===== config.mk =====
export PLATFORM = sky130hd
export DESIGN_NAME = timer_compare_waveform_modes
export DESIGN_NICKNAME = d
export VERILOG_FILES = /design/src/hw/tcmp_pkg.sv /design/src/hw/cmp_buffer.sv /design/src/hw/timer_compare_waveform_modes.sv
export SDC_FILE = /design/constraint.sdc
export NUM_CORES = 1
export LEC_CHECK = 0
export ABC_AREA = 1
export BUFFER_PORTS_ARGS = -buffer_cell sky130_fd_sc_hd__buf_2
export CAP_MARGIN = 30
export CORE_ASPECT_RATIO = 0.5
export CORE_MARGIN = 8
export CORE_UTILIZATION = 50
export CTS_CLUSTER_DIAMETER = 150
export DETAILED_ROUTE_END_ITERATION = 7
export GPL_TIMING_DRIVEN = 0
export PLACE_DENSITY = 0.7
export REMOVE_ABC_BUFFERS = 1
export SETUP_SLACK_MARGIN = 0.4
export SYNTH_ARGS = -nofsm -noshare
export SYNTH_HDL_FRONTEND = slang
export SYNTH_HIERARCHICAL = 1
export SYNTH_SLANG_ARGS = --single-unit

===== constraint.sdc =====
create_clock -name clk_in -period 1.9 [get_ports clk_in]
set_input_delay 0.38 -clock clk_in [delete_from_list [all_inputs] [get_ports clk_in]]
set_output_delay 0.38 -clock clk_in [all_outputs]
set_load 0.005 [all_outputs]

===== src/hw/tcmp_pkg.sv =====
// package of constants and carrier types for the compare/waveform timer
// assumes a single clock domain and a prescaled timer tick from outside
package tcmp_pkg;
  // ==========================================================
  // waveform mode selector codes
  localparam logic [2:0] MODE_NORMAL = 3'h0;
  localparam logic [2:0] MODE_CLEAR_ON_MATCH = 3'h2;
  localparam logic [2:0] MODE_FAST_MAX = 3'h3;
  localparam logic [2:0] MODE_FAST_CMP = 3'h7;
  // ==========================================================
  // output action selector codes
  localparam logic [1:0] ACT_NONE = 2'h0;
  localparam logic [1:0] ACT_TOGGLE = 2'h1;
  localparam logic [1:0] ACT_CLEAR = 2'h2;
  localparam logic [1:0] ACT_SET = 2'h3;
  // ==========================================================
  // counter extremes and reset values
  localparam logic [7:0] COUNT_MAX = 8'hff;
  localparam logic [7:0] COUNT_BOTTOM = 8'h00;
  localparam logic WAVE_RESET = 1'h0;
  localparam logic [7:0] COMPARE_RESET = 8'h00;
  localparam int MODE_HIGH_BIT = 2;

  // software side control fields
  typedef struct packed {
    logic [2:0] wave_mode_sel;
    logic [1:0] output_action_sel_a;
    logic [1:0] output_action_sel_b;
  } timer_ctrl_s;

  // per-pin port settings from the general i/o block
  typedef struct packed {
    logic port_value;
    logic port_dir;
  } port_pin_s;
endpackage : tcmp_pkg


===== src/hw/cmp_buffer.sv =====
// double-buffered compare value store for one channel
// assumes writes and transfer strobes come from the same clock domain
module cmp_buffer #(
  parameter int WIDTH = 8
) (
  // clock and reset
  input wire logic clk_in,
  input wire logic rst_n_in,
  input wire logic ce_in,
  // software write and transfer control
  input wire logic wr_in,
  input wire logic [WIDTH-1:0] wr_data_in,
  input wire logic buffered_in,
  input wire logic load_in,
  // active value
  output logic [WIDTH-1:0] active_out
);
  logic [WIDTH-1:0] shadow_r;

  // ==========================================================
  // shadow holds the pending value in pwm modes
  always_ff @(posedge clk_in or negedge rst_n_in) begin
    if (!rst_n_in) begin
      shadow_r <= WIDTH'(tcmp_pkg::COMPARE_RESET);
    end else if (ce_in && wr_in) begin
      shadow_r <= wr_data_in;
    end
  end

  // direct write when unbuffered; else transfer at top
  always_ff @(posedge clk_in or negedge rst_n_in) begin
    if (!rst_n_in) begin
      active_out <= WIDTH'(tcmp_pkg::COMPARE_RESET);
    end else if (ce_in) begin
      if (wr_in && !buffered_in) begin
        active_out <= wr_data_in;
      end else if (load_in && buffered_in) begin
        // a write in the same cycle as the transfer wins over the old one
        active_out <= wr_in ? wr_data_in : shadow_r;
      end
    end
  end
endmodule : cmp_buffer


===== src/hw/timer_compare_waveform_modes.sv =====
// 8-bit timer counter with compare match waveform outputs and pin override
// assumes tick_in is a one-cycle prescaled enable from the same clock
//
// Functional notes
// - reset clears both internal waveform output states to zero
// - nonzero action selector puts waveform state on pin, direction kept
// - pin override depends only on the action selector, not on mode
// - action selector zero leaves waveform state unchanged on match
// - new action selector acts at the first match after the write
// - force strobe applies the action at once in non-pwm modes
// - counting depends on mode only; actions only shape outputs
// - normal mode counts up always and wraps 0xff to 0x00
// - normal mode sets wrap flag as counter becomes zero; set only
// - normal mode accepts counter writes at any time
// - clear-on-match mode uses compare a as top and clears there
// - compare a unbuffered there; value below count misses until wrap
// - clear-on-match with selector a one toggles output a per match
// - clear-on-match sets match flag a each time top is reached
// - clear-on-match sets wrap flag when counter wraps max to zero
// - fast pwm counts zero to top; top is 0xff or compare a
// - fast pwm clears to zero on the tick after reaching top
// - fast pwm selector 2 clears on match sets at bottom; 3 inverse
// - fast pwm sets wrap flag each time counter reaches top
// - fast pwm selector 1 toggles a only with mode high bit; not b
// - fast pwm compare zero gives spike, max gives constant level
// - pwm compare writes buffered to top; other modes write directly
// - match sets flag on the next tick; writing one clears it
// - forced match updates output only, no flag, no counter change
// - counter write blocks all matches in the next timer tick
module timer_compare_waveform_modes (
  // clock, reset, enable
  input wire logic clk_in,
  input wire logic rst_n_in,
  input wire logic ce_in,
  input wire logic tick_in,
  // control fields
  input wire tcmp_pkg::timer_ctrl_s ctrl_in,
  input wire logic force_match_strobe_a_in,
  input wire logic force_match_strobe_b_in,
  // counter and compare writes
  input wire logic count_wr_in,
  input wire logic [7:0] count_wr_data_in,
  input wire logic cmp_a_wr_in,
  input wire logic cmp_b_wr_in,
  input wire logic [7:0] cmp_wr_data_in,
  // flag clears (write one)
  input wire logic match_flag_a_clr_in,
  input wire logic match_flag_b_clr_in,
  input wire logic wrap_flag_clr_in,
  // port settings of the two pins
  input wire tcmp_pkg::port_pin_s pin_a_in,
  input wire tcmp_pkg::port_pin_s pin_b_in,
  // status
  output logic [7:0] count_value_out,
  output logic [7:0] compare_value_a_out,
  output logic match_flag_a_out,
  output logic match_flag_b_out,
  output logic wrap_flag_out,
  // pins
  output logic wave_out_a,
  output logic wave_out_b,
  output logic pin_a_out,
  output logic pin_b_out,
  output logic pin_a_oe_out,
  output logic pin_b_oe_out
);
  // ==========================================================
  // mode decode and counter control
  typedef enum logic [2:0] {
    CNT_NORMAL = 3'b001,
    CNT_CLEAR = 3'b010,
    CNT_FAST = 3'b100
  } cnt_kind_e;

  logic [7:0] count_r;
  logic [7:0] cmp_b_r;
  logic [7:0] top_val;
  logic block_r;
  logic match_a;
  logic match_b;
  logic at_top;
  logic fast_pwm;
  logic [1:0] force_r;
  cnt_kind_e kind;

  // pwm check is reused by compare buffers, forcing and waveform logic
  function automatic logic is_pwm(input logic [2:0] m);
    is_pwm = (m == tcmp_pkg::MODE_FAST_MAX) || (m == tcmp_pkg::MODE_FAST_CMP);
  endfunction : is_pwm

  // mode to counting behaviour; only the mode selector matters
  always_comb begin
    case (ctrl_in.wave_mode_sel)
      tcmp_pkg::MODE_CLEAR_ON_MATCH: kind = CNT_CLEAR;
      tcmp_pkg::MODE_FAST_MAX, tcmp_pkg::MODE_FAST_CMP: kind = CNT_FAST;
      default: kind = CNT_NORMAL;
    endcase
  end

  assign fast_pwm = is_pwm(ctrl_in.wave_mode_sel);
  // top source: compare a in clear-on-match and mode 7, else max
  assign top_val = (kind == CNT_CLEAR ||
                    ctrl_in.wave_mode_sel == tcmp_pkg::MODE_FAST_CMP) ?
                   compare_value_a_out : tcmp_pkg::COUNT_MAX;
  assign at_top = (count_r == top_val);
  // a counter write blocks matches for the following tick
  assign match_a = (count_r == compare_value_a_out) && !block_r;
  assign match_b = (count_r == cmp_b_r) && !block_r;

  // compare buffers; transfer at top in pwm modes
  cmp_buffer #(.WIDTH(8)) u_cmp_a (
    .clk_in(clk_in),
    .rst_n_in(rst_n_in),
    .ce_in(ce_in),
    .wr_in(cmp_a_wr_in),
    .wr_data_in(cmp_wr_data_in),
    .buffered_in(fast_pwm),
    .load_in(tick_in && at_top),
    .active_out(compare_value_a_out)
  );

  cmp_buffer #(.WIDTH(8)) u_cmp_b (
    .clk_in(clk_in),
    .rst_n_in(rst_n_in),
    .ce_in(ce_in),
    .wr_in(cmp_b_wr_in),
    .wr_data_in(cmp_wr_data_in),
    .buffered_in(fast_pwm),
    .load_in(tick_in && at_top),
    .active_out(cmp_b_r)
  );

  // ==========================================================
  // counter; software write has priority over counting
  always_ff @(posedge clk_in or negedge rst_n_in) begin
    if (!rst_n_in) begin
      count_r <= tcmp_pkg::COUNT_BOTTOM;
    end else if (ce_in) begin
      if (count_wr_in) begin
        count_r <= count_wr_data_in;
      end else if (tick_in) begin
        case (kind)
          // unbuffered top: a missed match runs on to max and wraps
          CNT_CLEAR: count_r <= at_top ? tcmp_pkg::COUNT_BOTTOM :
                                count_r + 8'h01;
          CNT_FAST: count_r <= at_top ? tcmp_pkg::COUNT_BOTTOM :
                               count_r + 8'h01;
          default: count_r <= count_r + 8'h01;
        endcase
      end
    end
  end

  // block stays armed until the next tick, so a stopped timer keeps it
  always_ff @(posedge clk_in or negedge rst_n_in) begin
    if (!rst_n_in) begin
      block_r <= 1'h0;
    end else if (ce_in) begin
      if (count_wr_in) begin
        block_r <= 1'h1;
      end else if (tick_in) begin
        block_r <= 1'h0;
      end
    end
  end

  // ==========================================================
  // flags: hardware set wins over a same-cycle clear
  always_ff @(posedge clk_in or negedge rst_n_in) begin
    if (!rst_n_in) begin
      wrap_flag_out <= 1'h0;
    end else if (ce_in) begin
      if (tick_in && !count_wr_in &&
          ((kind == CNT_FAST) ? at_top :
           count_r == tcmp_pkg::COUNT_MAX)) begin
        // normal/clear: set as count wraps max to zero; fast: at top
        wrap_flag_out <= 1'h1;
      end else if (wrap_flag_clr_in) begin
        wrap_flag_out <= 1'h0;
      end
    end
  end

  // match flags set on the tick after the match is seen
  always_ff @(posedge clk_in or negedge rst_n_in) begin
    if (!rst_n_in) begin
      match_flag_a_out <= 1'h0;
      match_flag_b_out <= 1'h0;
    end else if (ce_in) begin
      if (tick_in && match_a) begin
        match_flag_a_out <= 1'h1;
      end else if (match_flag_a_clr_in) begin
        match_flag_a_out <= 1'h0;
      end
      if (tick_in && match_b) begin
        match_flag_b_out <= 1'h1;
      end else if (match_flag_b_clr_in) begin
        match_flag_b_out <= 1'h0;
      end
    end
  end

  // force strobes are registered so the action lands one cycle later
  always_ff @(posedge clk_in or negedge rst_n_in) begin
    if (!rst_n_in) begin
      force_r <= 2'h0;
    end else if (ce_in) begin
      force_r <= fast_pwm ? 2'h0 :
                 {force_match_strobe_b_in, force_match_strobe_a_in};
    end
  end

  // ==========================================================
  // waveform output state per channel
  logic [1:0] wave_r;
  logic [1:0] match_v;
  logic [1:0][1:0] act_v;

  assign match_v = {match_b, match_a};
  assign act_v = {ctrl_in.output_action_sel_b, ctrl_in.output_action_sel_a};

  generate
    for (genvar ch = 0; ch < 2; ch++) begin : g_wave
      logic nxt;
      logic toggle_ok;
      // toggle in fast pwm only for channel a with the mode high bit
      assign toggle_ok = (ch == 0) &&
                         ctrl_in.wave_mode_sel[tcmp_pkg::MODE_HIGH_BIT];
      always_comb begin
        nxt = wave_r[ch];
        if (fast_pwm) begin
          if (tick_in && match_v[ch]) begin
            // compare match edge; selector read at match time only
            case (act_v[ch])
              tcmp_pkg::ACT_TOGGLE: nxt = toggle_ok ? ~wave_r[ch] : wave_r[ch];
              tcmp_pkg::ACT_CLEAR: nxt = 1'h0;
              tcmp_pkg::ACT_SET: nxt = 1'h1;
              default: nxt = wave_r[ch];
            endcase
          end else if (tick_in && at_top) begin // bottom is not a match
            // bottom edge; compare max then re-asserts same level at top
            case (act_v[ch])
              tcmp_pkg::ACT_CLEAR: nxt = 1'h1;
              tcmp_pkg::ACT_SET: nxt = 1'h0;
              default: nxt = wave_r[ch];
            endcase
          end
        end else if ((tick_in && match_v[ch]) || force_r[ch]) begin
          // forced match touches only the output state
          case (act_v[ch])
            tcmp_pkg::ACT_TOGGLE: nxt = ~wave_r[ch];
            tcmp_pkg::ACT_CLEAR: nxt = 1'h0;
            tcmp_pkg::ACT_SET: nxt = 1'h1;
            default: nxt = wave_r[ch];
          endcase
        end
      end

      always_ff @(posedge clk_in or negedge rst_n_in) begin
        if (!rst_n_in) begin
          wave_r[ch] <= tcmp_pkg::WAVE_RESET;
        end else if (ce_in) begin
          wave_r[ch] <= nxt;
        end
      end
    end
  endgenerate

  // ==========================================================
  // pin override registered; direction always from the port bit
  logic pin_a_nxt;
  logic pin_b_nxt;

  // override follows selector only, whatever the mode
  assign pin_a_nxt = (|ctrl_in.output_action_sel_a) ? g_wave[0].nxt :
                     pin_a_in.port_value;
  assign pin_b_nxt = (|ctrl_in.output_action_sel_b) ? g_wave[1].nxt :
                     pin_b_in.port_value;

  // wave and pin outputs mirror next state so they align with wave_r; the count copy lags count_r a cycle
  always_ff @(posedge clk_in or negedge rst_n_in) begin
    if (!rst_n_in) begin
      pin_a_out <= 1'h0;
      pin_b_out <= 1'h0;
      pin_a_oe_out <= 1'h0;
      pin_b_oe_out <= 1'h0;
      wave_out_a <= 1'h0;
      wave_out_b <= 1'h0;
      count_value_out <= tcmp_pkg::COUNT_BOTTOM;
    end else if (ce_in) begin
      pin_a_out <= pin_a_nxt;
      pin_b_out <= pin_b_nxt;
      // without the direction bit the waveform never reaches the pin
      pin_a_oe_out <= pin_a_in.port_dir;
      pin_b_oe_out <= pin_b_in.port_dir;
      wave_out_a <= g_wave[0].nxt;
      wave_out_b <= g_wave[1].nxt;
      count_value_out <= count_r;
    end
  end

  // ==========================================================
  // assertions
  property p_reset_wave;
    @(posedge clk_in) $rose(rst_n_in) |-> (wave_r == 2'h0);
  endproperty
  a_reset_wave: assert property (p_reset_wave)
    else $error("wave state not zero after reset");

  property p_override;
    @(posedge clk_in) disable iff (!rst_n_in)
      ce_in && (ctrl_in.output_action_sel_a != 2'h0) |=>
        pin_a_out == wave_r[0];
  endproperty
  a_override: assert property (p_override)
    else $error("pin a not overridden by wave state");

  property p_zero_holds;
    @(posedge clk_in) disable iff (!rst_n_in)
      ce_in && ctrl_in.output_action_sel_a == 2'h0 |=> $stable(wave_r[0]);
  endproperty
  a_zero_holds: assert property (p_zero_holds)
    else $error("wave a changed with selector zero");

  property p_normal_wrap;
    @(posedge clk_in) disable iff (!rst_n_in)
      ce_in && tick_in && !count_wr_in && kind == CNT_NORMAL &&
      count_r == 8'hff |=> count_r == 8'h00 && wrap_flag_out;
  endproperty
  a_normal_wrap: assert property (p_normal_wrap)
    else $error("normal wrap or flag missing");

  property p_clear_top;
    @(posedge clk_in) disable iff (!rst_n_in)
      ce_in && tick_in && !count_wr_in && kind == CNT_CLEAR && at_top |=>
        count_r == 8'h00;
  endproperty
  a_clear_top: assert property (p_clear_top)
    else $error("clear-on-match did not clear at top");

  property p_flag_a;
    @(posedge clk_in) disable iff (!rst_n_in)
      ce_in && tick_in && match_a |=> match_flag_a_out;
  endproperty
  a_flag_a: assert property (p_flag_a)
    else $error("match flag a not set");

  property p_block;
    @(posedge clk_in) disable iff (!rst_n_in)
      ce_in && count_wr_in |=> !match_a && !match_b;
  endproperty
  a_block: assert property (p_block)
    else $error("match seen right after counter write");

  property p_fast_bottom;
    @(posedge clk_in) disable iff (!rst_n_in)
      ce_in && tick_in && fast_pwm && at_top && !match_a &&
      ctrl_in.output_action_sel_a == 2'h2 |=> wave_r[0];
  endproperty
  a_fast_bottom: assert property (p_fast_bottom)
    else $error("non-inverting output not set at bottom");

  c_wrap: cover property (@(posedge clk_in) wrap_flag_out);
  c_force: cover property (@(posedge clk_in) force_r[0]);
  c_fast_match: cover property (@(posedge clk_in) fast_pwm && match_a);
endmodule : timer_compare_waveform_modes

## Yosys cells after proc, flatten, opt, wreduce, memory -nomap -nowiden

Cells that the tools add are included.
Widths: inputs -> output; s select.

| operators by class | value |
|---|---|
| bitwise operators | 2 |
| reductions and logical operators | 35 |
| add/subtract/negate cells | 1 |
| mux-type cells | 39 |
| equal/unequal tests | 15 |

Operators with widths:

| operator | number |
|---|---|
| $mux 8 | 11 |
| $eq 8x8->1 | 3 |
| $mux 1 | 20 |
| $logic_and 1x1->1 | 12 |
| $reduce_and 2->1 | 6 |
| $reduce_bool 2->1 | 6 |
| $eq 3x2->1 const B | 3 |
| $pmux 1 s3 | 3 |
| $add 8x1->8 const B | 1 |
| $eq 2x2->1 const B | 4 |
| $eq 8x8->1 const B | 1 |
| $reduce_or 2->1 | 4 |
| $eq 3x3->1 const B | 2 |
| $pmux 1 s2 | 3 |
| $pmux 3 s2 | 1 |
| $eq 2x1->1 const B | 2 |
| $logic_or 1x1->1 | 4 |
| $logic_not 1->1 | 3 |
| $mux 2 | 1 |
| $not 1->1 | 2 |

| word-level totals | value |
|---|---|
| bits in registers | 60 |
| word-level logic and storage cells | 109 |

## Depth between registers and ports, before layout

Gate-level depths: netlist (run 1).

| logic depth | value |
|---|---|
| word-level depth | 12 |
| depth in mapped cells | 15 |

## Cells and area by module

Netlist (run 1), hierarchy kept.

By module, submodules not included:

| module | area each (µm²) | cells an instance | times used |
|---|---|---|---|
| timer_compare_waveform_modes | 1831.8 | 258 | 1 |
| cmp_buffer | 789.5 | 101 | 2 |

## Worst setup path after synthesis (run 1)

OpenSTA, ideal clock, no wires.

| timing path | value |
|---|---|
| path kind | register to register |
| start point | register count_r[0] |
| end point | register u_cmp_a.active_out[1] |
| data arrival time | 1.473 ns |
| buffers on the path | 1 |
| stages on the path, launching flop included | 14 |
| setup slack | 0.309 ns |
| library setup time | 0.118 ns |
| cells stage by stage | dfrtp_1 > buf_4 > nand2_1 > nand2_1 > nor2_1 > nand2_1 > nand2_1 > nand3_4 > nor2_4 > inv_1 > nand2_2 > nand3_4 > nand2_1 > nand2_1 |

| between the ends | value |
|---|---|
| longest elaborated chain between the ends | 5 |

Ends and longest elaborated chain:

| element | RTL line | source |
|---|---|---|
| from (decl) | timer_compare_waveform_modes.sv:75 | `logic [7:0] count_r;` |
| from (signal assigned) | timer_compare_waveform_modes.sv:137 | `count_r <= tcmp_pkg::COUNT_BOTTOM;` |
| from (signal assigned) | timer_compare_waveform_modes.sv:140 | `count_r <= count_wr_data_in;` |
| from (signal assigned) | timer_compare_waveform_modes.sv:144 | `CNT_CLEAR: count_r <= at_top ? tcmp_pkg::COUNT_BOTTOM :` |
| $eq 8x8->1 | timer_compare_waveform_modes.sv:105 | `assign at_top = (count_r == top_val);` |
| $logic_and 1x1->1 | timer_compare_waveform_modes.sv:118 | `.load_in(tick_in && at_top),` |
| $logic_and 1x1->1 | cmp_buffer.sv:37 | `end else if (load_in && buffered_in) begin` |
| $reduce_bool 2->1 (no source line) | - |  |
| $reduce_and 2->1 (no source line) | - |  |
| to (signal assigned) | cmp_buffer.sv:33 | `active_out <= WIDTH'(tcmp_pkg::COMPARE_RESET);` |
| to (signal assigned) | cmp_buffer.sv:36 | `active_out <= wr_data_in;` |
| to (signal assigned) | cmp_buffer.sv:39 | `active_out <= wr_in ? wr_data_in : shadow_r;` |
| to (decl) | cmp_buffer.sv:16 | `output logic [WIDTH-1:0] active_out` |

Every way passes these cells.
A chain may end at the register's enable or synchronous reset.

## Worst setup path after layout (run 1)

| timing path | value |
|---|---|
| start point | register count_r[5] |
| end point | register u_cmp_a.active_out[5] |

The elaborated chain is that of the path after synthesis.

==> qor.yml, run 1 <==
drt:
  drt_iter0_drc: 306
  drt-wirelength-per-cell_um: 14.7
  drc: 0
  routed-via-count: 3385
  wl_mm: 9.63
  antenna_left: 0
  via_per_inst: 5.18
  dr.pass1.iters: 4
floorplanning:
  io_pins: 64
  fp.dieW_um: 133
  core-area_sq_um: 6650
  initial_core_util_pct: 51.3
  die_h_um: 74.4
  rows: 21
  die_area_sq_um: 9880
global_route:
  antenna_found_initial: 0
  grt_usage_pct: 19.1
  met3_usage_pct: 6.00
  met2_usage_pct: 29.6
  grt_overflow: 0
  grt_pass1_wl_mm: 15.0
  top_usage_layer: "met2"
  grt_max_degree: 39
  grt_pass1_vias: 3097
  use_met1_pct: 24.7
outcome:
  status: "complete, no violations"
setup_path:
  r2r_slack_ps: 90
  cp_top_family: "simple AND/OR/NAND/NOR gates"
  cp-start-kind: "flop"
  cp_slowest_cell: "dfrtp_2"
  endpoint_kind: "flop"
  crit_chain: "nand2_2 -> nor3_4 -> nand2_1 -> nand2_2 -> nand3_4 -> nor2_4 -> inv_2 -> nand2_4 -> nand3_4 -> nand2_1 -> nand2_1"
  max_stage_delay_ps: 450
  reg2reg_to: "u_cmp_a/active_out[5]"
  critical_path_buf_inv_count: 1
  crit_type: "flop to flop"
  cp.arrival_ps: 2020
  path_max_fanout: 8
  r2r_start: "count_r[5]"
  crit_top_cell: "nand2_1"
  required_ps: 2110
  reg2reg_depth: 11
power:
  p_leak_nw: 2.42
  p_per_area_nw_per_um2: 991
  total_power_mw: 4.52
  irDropWorstVdd_v: 0.000637
final_layout:
  area_growth_pct: 33.8
  layout-drive-gt1-share_pct: 33.5
  finish.utilization_pct: 68.6
  layout.nets: 598
  n_fill_cell: 574
  antenna_cells: 0
logic_synthesis:
  ys_types: 36
  ys_seq_area_share_pct: 44.0
  synth_edf_count: 0
  synth.avg_cell_area_sq_um: 7.41
  synth_area_sq_um: 3410
  ys.flop_type: "dfrtp_1"
  synth_seq_cells: 60
  syn_inst: 460
  synthArstFlopShare_pct: 100
  ys.warnings.count: 6
clock_tree:
  cts_tree: "done"
  clock-root-buffer: "clkbuf_16"
  path_clk_slew_ps: 50
  insertion_delay_ps: 320
  ctsHtreeMaxLevel: 3
  cts_buffers: 9
  clockBufferDepth: 2
  cts.sink_count: 60
timing:
  fin_crit_sh_pct: 95.2
  slew_viol_final: 0
  clock-skew-final_ps: 5.27
  finalSetupViolCount: 0
  finalSetupTns_ps: 0
  clock.fmax_mhz: 553
  worstMarginPinSlew_ps: 450
  rsz0062_at_grt: "true"
  max_slew_margin_pct: 69.9
  hold_viol: 0
  fin_crit_ps: 1810
  hold_slack_ps: 253
min_path:
  hold_end: "pin_a_oe_out"
  min_from: "pin_a_in[0]"
  holdCritPathClass: "input port to flop"
  hold_path_depth: 3
placed_design:
  port_buffers: 63
  place_congestion: 0.856
  place_hpwl_mm: 6.20
job:
  drv_cap: 0
==> power by group <==
group	total, mW	switching [mW]	internal (mW)	leakage (nW)
clock	1.77	0.553	1.22	0.160
sequential	1.63	0.160	1.47	0.746
combinational	1.12	0.630	0.487	1.51
total	4.52	1.34	3.18	2.42
==> Yosys cell counts (5+ instances only) <==
cell,number,area [sq um]
nand2_1,188,706
dfrtp_1,60,1500
nand3_1,55,275
inv_1,32,120
nor2_1,25,93.8
o21ai_0,14,70.1
inv_2,12,45.0
xor2_1,8,70.1
buf_4,5,37.5
nand2_2,5,31.3
o221ai_1,5,43.8
==> per-layer routing <==
metal / routed length, um / vias up
met5: 0 / -
met4: 224 / 0
met3: 584 / 27
met2: 4370 / 118
met1: 4450 / 1570
li1: - / 1670
==> worst max path at each step <==
stage / from / end / slack [ps] / cells past startpoint
after floorplan: count_r[0] / u_cmp_a/active_out[1] / 320 / 11
after global placement: ce_in / count_r[7] / -450 / 5
after detailed placement: ce_in / count_r[7] / -450 / 5
after CTS: count_r[5] / u_cmp_b/active_out[2] / 190 / 12
after global routing: count_r[4] / u_cmp_a/active_out[5] / 30 / 11
final: count_r[5] / u_cmp_a/active_out[5] / 90 / 11
==> registers in the layout, summed over array words and instances (netlist names), 2 cells and up <==
signal / cells
u_cmp_a/active_out: 8
count_value_out: 8
u_cmp_b/shadow_r: 8
force_r: 2
count_r: 8
u_cmp_a/shadow_r: 8
u_cmp_b/active_out: 8
==> worst register-to-register path, delay by kind of cell, from the launching register on <==
family | cells | cell delay [ps]
and+or+nand+nor | 10 | 1180
buffers and inverters | 1 | 70
DFF | 1 | 450
==> kinds of logic after synthesis <==
| logic type | Yosys count | synth area share (%) |
|---|---|---|
| AOI/OAI and AO/OA | 37 | 6.60 |
| xor gates and xnor gates | 10 | 2.57 |
| adders and majority gates | 2 | 0.734 |
| buffers and inverters | 58 | 7.85 |
| DFF | 60 | 44.0 |
| and+or+nand+nor | 293 | 38.2 |
==> what timing repair did <==
action	in CTS	in global routing
hold endpoints to repair	9	0
hold buffers	1	0
buffers inserted	22	12
setup endpoints to repair	30	30
resized for setup	32	24
gates cloned	0	0
pin swaps	20	22
==> metrics by stage <==
stage / cells / setup WS (ps) / area [sq um]
finish: 654 / 91.6 / 4560
global route: 654 / 30.4 / 4560
CTS: 642 / 188 / 4410
detailed placement: 603 / -454 / 3790
global placement: 601 / -446 / 3740
floorplan: 446 / 315 / 3310
==> cells in the final DEF, fill, tap and decap left out, types with 6 or more instances in the layout <==
| master | n |
|---|---|
| nand2_1 | 165 |
| o21ai_0 | 14 |
| nand3_2 | 7 |
| dfrtp_1 | 54 |
| nor2_1 | 23 |
| clkbuf_16 | 9 |
| buf_4 | 33 |
| inv_1 | 29 |
| nand2_2 | 25 |
| nand3_1 | 48 |
| dfrtp_2 | 6 |
| inv_2 | 13 |
| xor2_1 | 8 |
| buf_2 | 62 |
==> layout make-up <==
cell class | count | area (sq um) | share of cell area (%)
Clock buffer | 13 | 260 | 5.70
Sequential cell | 60 | 1510 | 33.1
Clock inverter | 3 | 68.8 | 1.51
Timing Repair Buffer | 100 | 647 | 14.2
Multi-Input combinational cell | 342 | 1790 | 39.3
Inverter | 44 | 170 | 3.73
Tap cell | 92 | 115 | 2.52
(Power assumes the default switching activity.)
==> run 2: changes to the inputs <==
--- a/config.mk
+++ b/config.mk
@@ -10,14 +10,15 @@
 export CAP_MARGIN = 30
 export CORE_ASPECT_RATIO = 0.5
 export CORE_MARGIN = 8
-export CORE_UTILIZATION = 50
+export CORE_UTILIZATION = 35
 export CTS_CLUSTER_DIAMETER = 150
 export DETAILED_ROUTE_END_ITERATION = 7
 export GPL_TIMING_DRIVEN = 0
-export PLACE_DENSITY = 0.7
+export PLACE_DENSITY = 0.52
 export REMOVE_ABC_BUFFERS = 1
 export SETUP_SLACK_MARGIN = 0.4
 export SYNTH_ARGS = -nofsm -noshare
 export SYNTH_HDL_FRONTEND = slang
 export SYNTH_HIERARCHICAL = 1
 export SYNTH_SLANG_ARGS = --single-unit
+export TNS_END_PERCENT = 50
==> run 2 against run 1 <==
Net effect: fmax increased by 2.8%; die area increased by 35%; sequential share of layout area decreased by 0.54 points; cell area increased by 1.6%; critical endpoint is now u_cmp_b/active_out[5]; non-clock buffer count unchanged; largest cell class unchanged; critical path depth increased by 1; first-iteration DRC count decreased by 56%; largest power group unchanged; global-route usage decreased by 4.2 points; combinational power about the same; highest routed layer unchanged; clock power increased by 3%; sequential power about the same.
==> qor.yml, run 2 (same netlist as run 1, synthesis figures left out) <==
clock_tree:
  ctsHtreeMaxLevel: 3
  insertion_delay_ps: 330
  cts_buffers: 9
  cts.sink_count: 60
  clockBufferDepth: 2
  path_clk_slew_ps: 50
  cts_hold_buf: 0
  cts_tree: "done"
  clock-root-buffer: "clkbuf_16"
global_route:
  grt_overflow: 0
  antenna_found_initial: 0
  grt_pass1_vias: 3124
  grt_max_degree: 61
  grt_pass1_wl_mm: 15.8
  grt_usage_pct: 14.8
timing:
  clock.fmax_mhz: 569
  fin_crit_ps: 1760
  rsz0062_at_grt: "true"
  finalSetupTns_ps: 0
  layout_setup_ws_ps: 141
  fin_crit_sh_pct: 92.6
  worstMarginPinSlew_ps: 780
  clock-skew-final_ps: 6.95
  hold_viol: 0
  slew_viol_final: 0
  finalSetupViolCount: 0
  max_slew_margin_pct: 48.0
drt:
  dr.pass1.iters: 4
  drt-wirelength-per-cell_um: 13.9
  wl_mm: 9.70
  drc: 0
  antenna_left: 0
  routed-via-count: 3184
  drt_iter0_drc: 136
  via_per_inst: 4.57
setup_path:
  cp_slowest_cell: "dfrtp_2"
  r2r_start: "count_r[5]"
  cp-start-kind: "flop"
  crit_type: "flop to flop"
  critical_path_buf_inv_count: 1
  cp_top_family: "simple AND/OR/NAND/NOR gates"
  cp.arrival_ps: 1980
  reg2reg_to: "u_cmp_b/active_out[5]"
  startpoint: "count_r[5]"
  critPathCapture: "u_cmp_b/active_out[5]"
  max_stage_delay_ps: 470
  endpoint_kind: "flop"
  crit_chain: "nand2_1 -> nand2_1 -> nor2_2 -> nand2_2 -> nand2_2 -> nand3_4 -> nor2_4 -> inv_2 -> nand2_4 -> nand3_4 -> nand2_2 -> nand2_1"
  reg2reg_depth: 12
  r2r_slack_ps: 140
  path_max_fanout: 8
  crit_cells: 12
  required_ps: 2120
placed_design:
  place_congestion: 0.786
  dp_slack_ps: -491
  dp_cells: 644
  port_buffers: 63
  place_hpwl_mm: 6.69
power:
  combPwrFrac_pct: 24.5
  total_power_mw: 4.57
  irDropWorstVdd_v: 0.000479
  clkPwrFrac_pct: 39.9
  intPower_mw: 3.22
  p_leak_nw: 2.41
  switching_share_pct: 29.5
  p_per_area_nw_per_um2: 986
  power.switching_mw: 1.35
  seq_power_share_pct: 35.6
floorplanning:
  initial_core_util_pct: 36.1
  io_pins: 64
  core-area_sq_um: 9450
  fp.dieW_um: 156
  die_area_sq_um: 13400
  die_h_um: 85.8
  rows: 25
final_layout:
  final_common_cell: "nand2_1"
  fin_cells: 697
  layout.nets: 598
  layout-drive-gt1-share_pct: 34.7
  n_fill_cell: 982
  area_growth_pct: 36.0
  finish.utilization_pct: 49.1
  antenna_cells: 0
  final_cell_mix: "168 x nand2_1, 61 x buf_2, 54 x dfrtp_1, 48 x nand3_1, 35 x buf_4"
outcome:
  status: "complete, no violations"
min_path:
  holdCritPathClass: "input port to asynchronous set/reset pin"
job:
  drv_cap: 0
-- run 2: cell types whose count changed in the layout (fill, tap and decap cells not counted), moves of 2 or more --
cell,change
nor2_2,+3
nand2_1,+3
o221ai_2,+4
nor2_1,-3
nand2_2,-3
buf_4,+2
o221ai_1,-4
buf_6,+2
-- run 2: metrics by stage --
step / hold slack (ps) / area, sq um
after detailed placement: 453 / 3790
after global placement: 450 / 3790
final: 126 / 4640
after global routing: 193 / 4640
after CTS: 171 / 4400
after floorplan: 84.4 / 3310
-- run 2: repair_timing --
action / CTS / global route
endpoints found under the hold margin: 0 / 0
buffers inserted: 20 / 17
gates resized for setup: 33 / 32
endpoints found under the setup margin: 30 / 30
pin swaps: 13 / 25
-- run 2: how the worst min path moves through the flow --
stage / from / to / slack, ps / depth (start not counted)
finish: rst_n_in / u_cmp_a/shadow_r[0] / 130 / 1
global placement: pin_b_oe_out / pin_b_oe_out / 450 / 2
global route: rst_n_in / u_cmp_a/shadow_r[3] / 190 / 1
detailed placement: pin_b_oe_out / pin_b_oe_out / 450 / 2
floorplan: rst_n_in / block_r / 80 / 0
CTS: rst_n_in / u_cmp_b/shadow_r[3] / 170 / 1
-- run 2: power by group through the flow --
| stage | Clock (mW) | Combinational, mW | Sequential (mW) |
|---|---|---|---|
| 2_1_floorplan | 0 | 0.512 | 1.61 |
| 3_3_place_gp | 0 | 0.818 | 1.64 |
| 3_5_place_dp | 0 | 0.829 | 1.65 |
| 4_1_cts | 1.86 | 0.992 | 1.62 |
| 5_1_grt | 1.91 | 1.26 | 1.66 |
| 6_report | 1.82 | 1.12 | 1.63 |
-- run 2: worst register-to-register path, delay by kind of cell (launching register included) --
family                 cells  cell delay, ps
buffers and inverters      1              70
flip-flops                 1             470
AND/OR/NAND/NOR           11            1110
-- run 2: area by class of cell --
| type | count | area (sq um) | share of cell area, % |
|---|---|---|---|
| well taps | 135 | 169 | 3.64 |
| inverters | 44 | 173 | 3.72 |
| multi-input cells | 342 | 1830 | 39.4 |
| clock buffers | 13 | 270 | 5.83 |
| repair buffers | 100 | 622 | 13.4 |
| flip-flops and latches | 60 | 1510 | 32.5 |
| clock inverters | 3 | 67.6 | 1.46 |
-- run 2: metal layers --
metal | track usage [%] | up-vias | wire length, um | part of all wire (%)
met5 | 0 | - | 0 | 0
met4 | 3.93 | 0 | 94 | 0.97
met3 | 4.46 | 11 | 402 | 4.1
met2 | 22.5 | 53 | 4280 | 44
met1 | 20.0 | 1454 | 4920 | 51
li1 | - | 1666 | - | -
==> run 3: changes to the inputs <==
--- a/config.mk
+++ b/config.mk
@@ -12,6 +12,7 @@
 export CORE_MARGIN = 8
 export CORE_UTILIZATION = 35
 export CTS_CLUSTER_DIAMETER = 150
+export CTS_CLUSTER_SIZE = 20
 export DETAILED_ROUTE_END_ITERATION = 7
 export GPL_TIMING_DRIVEN = 0
 export PLACE_DENSITY = 0.52
@@ -19,6 +20,5 @@
 export SETUP_SLACK_MARGIN = 0.4
 export SYNTH_ARGS = -nofsm -noshare
 export SYNTH_HDL_FRONTEND = slang
-export SYNTH_HIERARCHICAL = 1
 export SYNTH_SLANG_ARGS = --single-unit
 export TNS_END_PERCENT = 50
==> run 3 against run 2 <==
Net effect: clock power rose by 5%; hold slack improved by 9.1 ps; sequential share of layout area grew 1.6 points; die area decreased by 3.3%; critical path type unchanged.
==> qor.yml, run 3 <==
outcome:
  status: "complete, no violations"
timing:
  fin_crit_ps: 1770
  clock.fmax_mhz: 564
  worstMarginPinSlew_ps: 804
  layout_setup_ws_ps: 128
  rsz0062_at_grt: "true"
  finalSetupViolCount: 0
  slew_viol_final: 0
  hold_slack_ps: 135
  fin_crit_sh_pct: 93.3
  finalSetupTns_ps: 0
  max_slew_margin_pct: 46.4
  hold_viol: 0
  clock-skew-final_ps: 7.22
drt:
  antenna_left: 0
  wl_mm: 9.45
  routed-via-count: 3028
  drc: 0
  drt-wirelength-per-cell_um: 14.9
  via_per_inst: 4.77
  dr.pass1.iters: 4
  drt_iter0_drc: 172
logic_synthesis:
  yosysMostFrequentCell: "nand2_1"
  synth.top_cell.area_share_pct: 45.8
  ys_types: 33
  synth_top_area_cell: "dfrtp_1"
  synth_seq_cells: 60
  synth.avg_cell_area_sq_um: 7.75
  syn_inst: 423
  ys.warnings.count: 0
  synth.area.top_cells: "dfrtp_1 46%, nand2_1 15%, o21ai_0 7.8%"
  synth_area_sq_um: 3280
  synthArstFlopShare_pct: 100
  synth_edf_count: 0
  synthTopCellsByCount: "133 x nand2_1, 60 x dfrtp_1, 51 x o21ai_0, 43 x inv_1, 27 x nand3_1"
  ys.flop_type: "dfrtp_1"
  ys_seq_area_share_pct: 45.8
placed_design:
  place_congestion: 0.778
  dp_cells: 592
  place_hpwl_mm: 6.30
  dp_slack_ps: -455
  placed_area_sq_um: 3670
  port_buffers: 63
power:
  p_leak_nw: 2.13
  irDropWorstVdd_v: 0.000478
  total_power_mw: 4.58
  power.switching_mw: 1.37
  switching_share_pct: 30.0
  seq_power_share_pct: 35.6
  intPower_mw: 3.20
  clkPwrFrac_pct: 41.8
  combPwrFrac_pct: 22.6
  p_per_area_nw_per_um2: 1040
final_layout:
  final_cell_mix: "125 x nand2_1, 61 x buf_2, 53 x dfrtp_1, 49 x o21ai_0, 40 x inv_1"
  area_growth_pct: 34.7
  fin_cells: 635
  antenna_cells: 0
  fin_area_sq_um: 4420
  finish.utilization_pct: 47.7
  final_common_cell: "nand2_1"
  layout.nets: 550
  layout-drive-gt1-share_pct: 34.2
setup_path:
  critPathCapture: "u_cmp_b.active_out[4]"
  crit_type: "flop to flop"
  path_max_fanout: 8
  cp_top_family: "simple AND/OR/NAND/NOR gates"
  max_stage_delay_ps: 410
  endpoint_kind: "flop"
  reg2reg_to: "u_cmp_b.active_out[4]"
  crit_top_cell: "nand2_1"
  cp.arrival_ps: 1980
  required_ps: 2110
  critical_path_buf_inv_count: 2
  r2r_start: "count_r[5]"
  cp_slowest_cell: "dfrtp_2"
  startpoint: "count_r[5]"
  reg2reg_depth: 12
  crit_chain: "inv_4 -> nand2_1 -> nand2_1 -> nor2_2 -> nand2_2 -> nor2_4 -> nand3_4 -> o21ai_4 -> buf_12 -> o211ai_4 -> nand2_1 -> o21ai_2"
  cp-start-kind: "flop"
  crit_cells: 12
  r2r_slack_ps: 130
global_route:
  grt_pass1_vias: 2990
  antenna_found_initial: 0
  grt_usage_pct: 15.1
  grt_pass1_wl_mm: 15.5
  grt_max_degree: 61
  grt_overflow: 0
floorplanning:
  die_area_sq_um: 12900
  die_h_um: 84.4
  rows: 25
  fp.dieW_um: 153
  core-area_sq_um: 9260
  initial_core_util_pct: 35.4
  io_pins: 64
job:
  drv_cap: 0
clock_tree:
  clock-root-buffer: "clkbuf_16"
  ctsHtreeMaxLevel: 3
  clockBufferDepth: 2
  cts_buffers: 9
  path_clk_slew_ps: 60
  insertion_delay_ps: 330
  cts_tree: "done"
  cts.sink_count: 60
min_path:
  holdCritPathClass: "input port to asynchronous set/reset pin"
[run 3: worst min path at each step]
stage,to
final,u_cmp_a.active_out[1]
after floorplan,block_r
after CTS,u_cmp_a.shadow_r[1]
after detailed placement,pin_a_oe_out
after global routing,u_cmp_a.shadow_r[1]
after global placement,pin_b_oe_out
[run 3: kinds of logic (layout without fill, tap and decap cells)]
family	after synthesis	after routing	share of synthesized area, %
AO/OA/AOI/OAI	90	92	18.4
XOR/XNOR	6	6	1.60
adder cells (fa/ha/maj)	2	2	0.763
buffers and inverters	64	153	7.86
flip-flops	60	60	45.8
AND/OR/NAND/NOR	201	201	25.6
[run 3: layout make-up]
type                    instances  area [sq um]
clock inverters                 7           123
repair buffers                 87           528
well taps                     121           151
fillers                       936          4840
inverters                      49           199
repair inverters                1          5.00
flip-flops and latches         60          1510
clock buffers                   9           225
multi-input cells             301          1680
[run 3: power by group through the flow]
stage,logic [mW],clock network (mW),registers (mW)
after floorplan,0.530,0,1.62
after global placement,0.826,0,1.65
after detailed placement,0.838,0,1.65
after CTS,0.926,1.94,1.63
after global routing,1.17,2.00,1.66
final,1.04,1.91,1.63
[run 3: repair_timing]
| action | CTS | global route |
|---|---|---|
| hold buffers | 0 | 0 |
| hold endpoints to repair | 0 | 0 |
| gates cloned | 3 | 0 |
| setup buffers | 12 | 12 |
| endpoints found under the setup margin | 30 | 52 |
| pin swaps | 7 | 15 |
| gates resized for setup | 14 | 37 |
[run 3: routing by layer]
| layer | global-route usage, % | routed length (um) |
|---|---|---|
| met5 | 0 | 0 |
| met4 | 4.55 | 97 |
| met3 | 4.20 | 435 |
| met2 | 22.5 | 4060 |
| met1 | 20.7 | 4850 |
[run 3: worst reg2reg max path, stage by stage, from the launching register on]
cell	delay, ps
dfrtp_2	410
inv_4	80
nand2_1	60
nand2_1	60
nor2_2	110
nand2_2	80
nor2_4	110
nand3_4	120
o21ai_4	160
buf_12	150
o211ai_4	130
nand2_1	120
o21ai_2	50
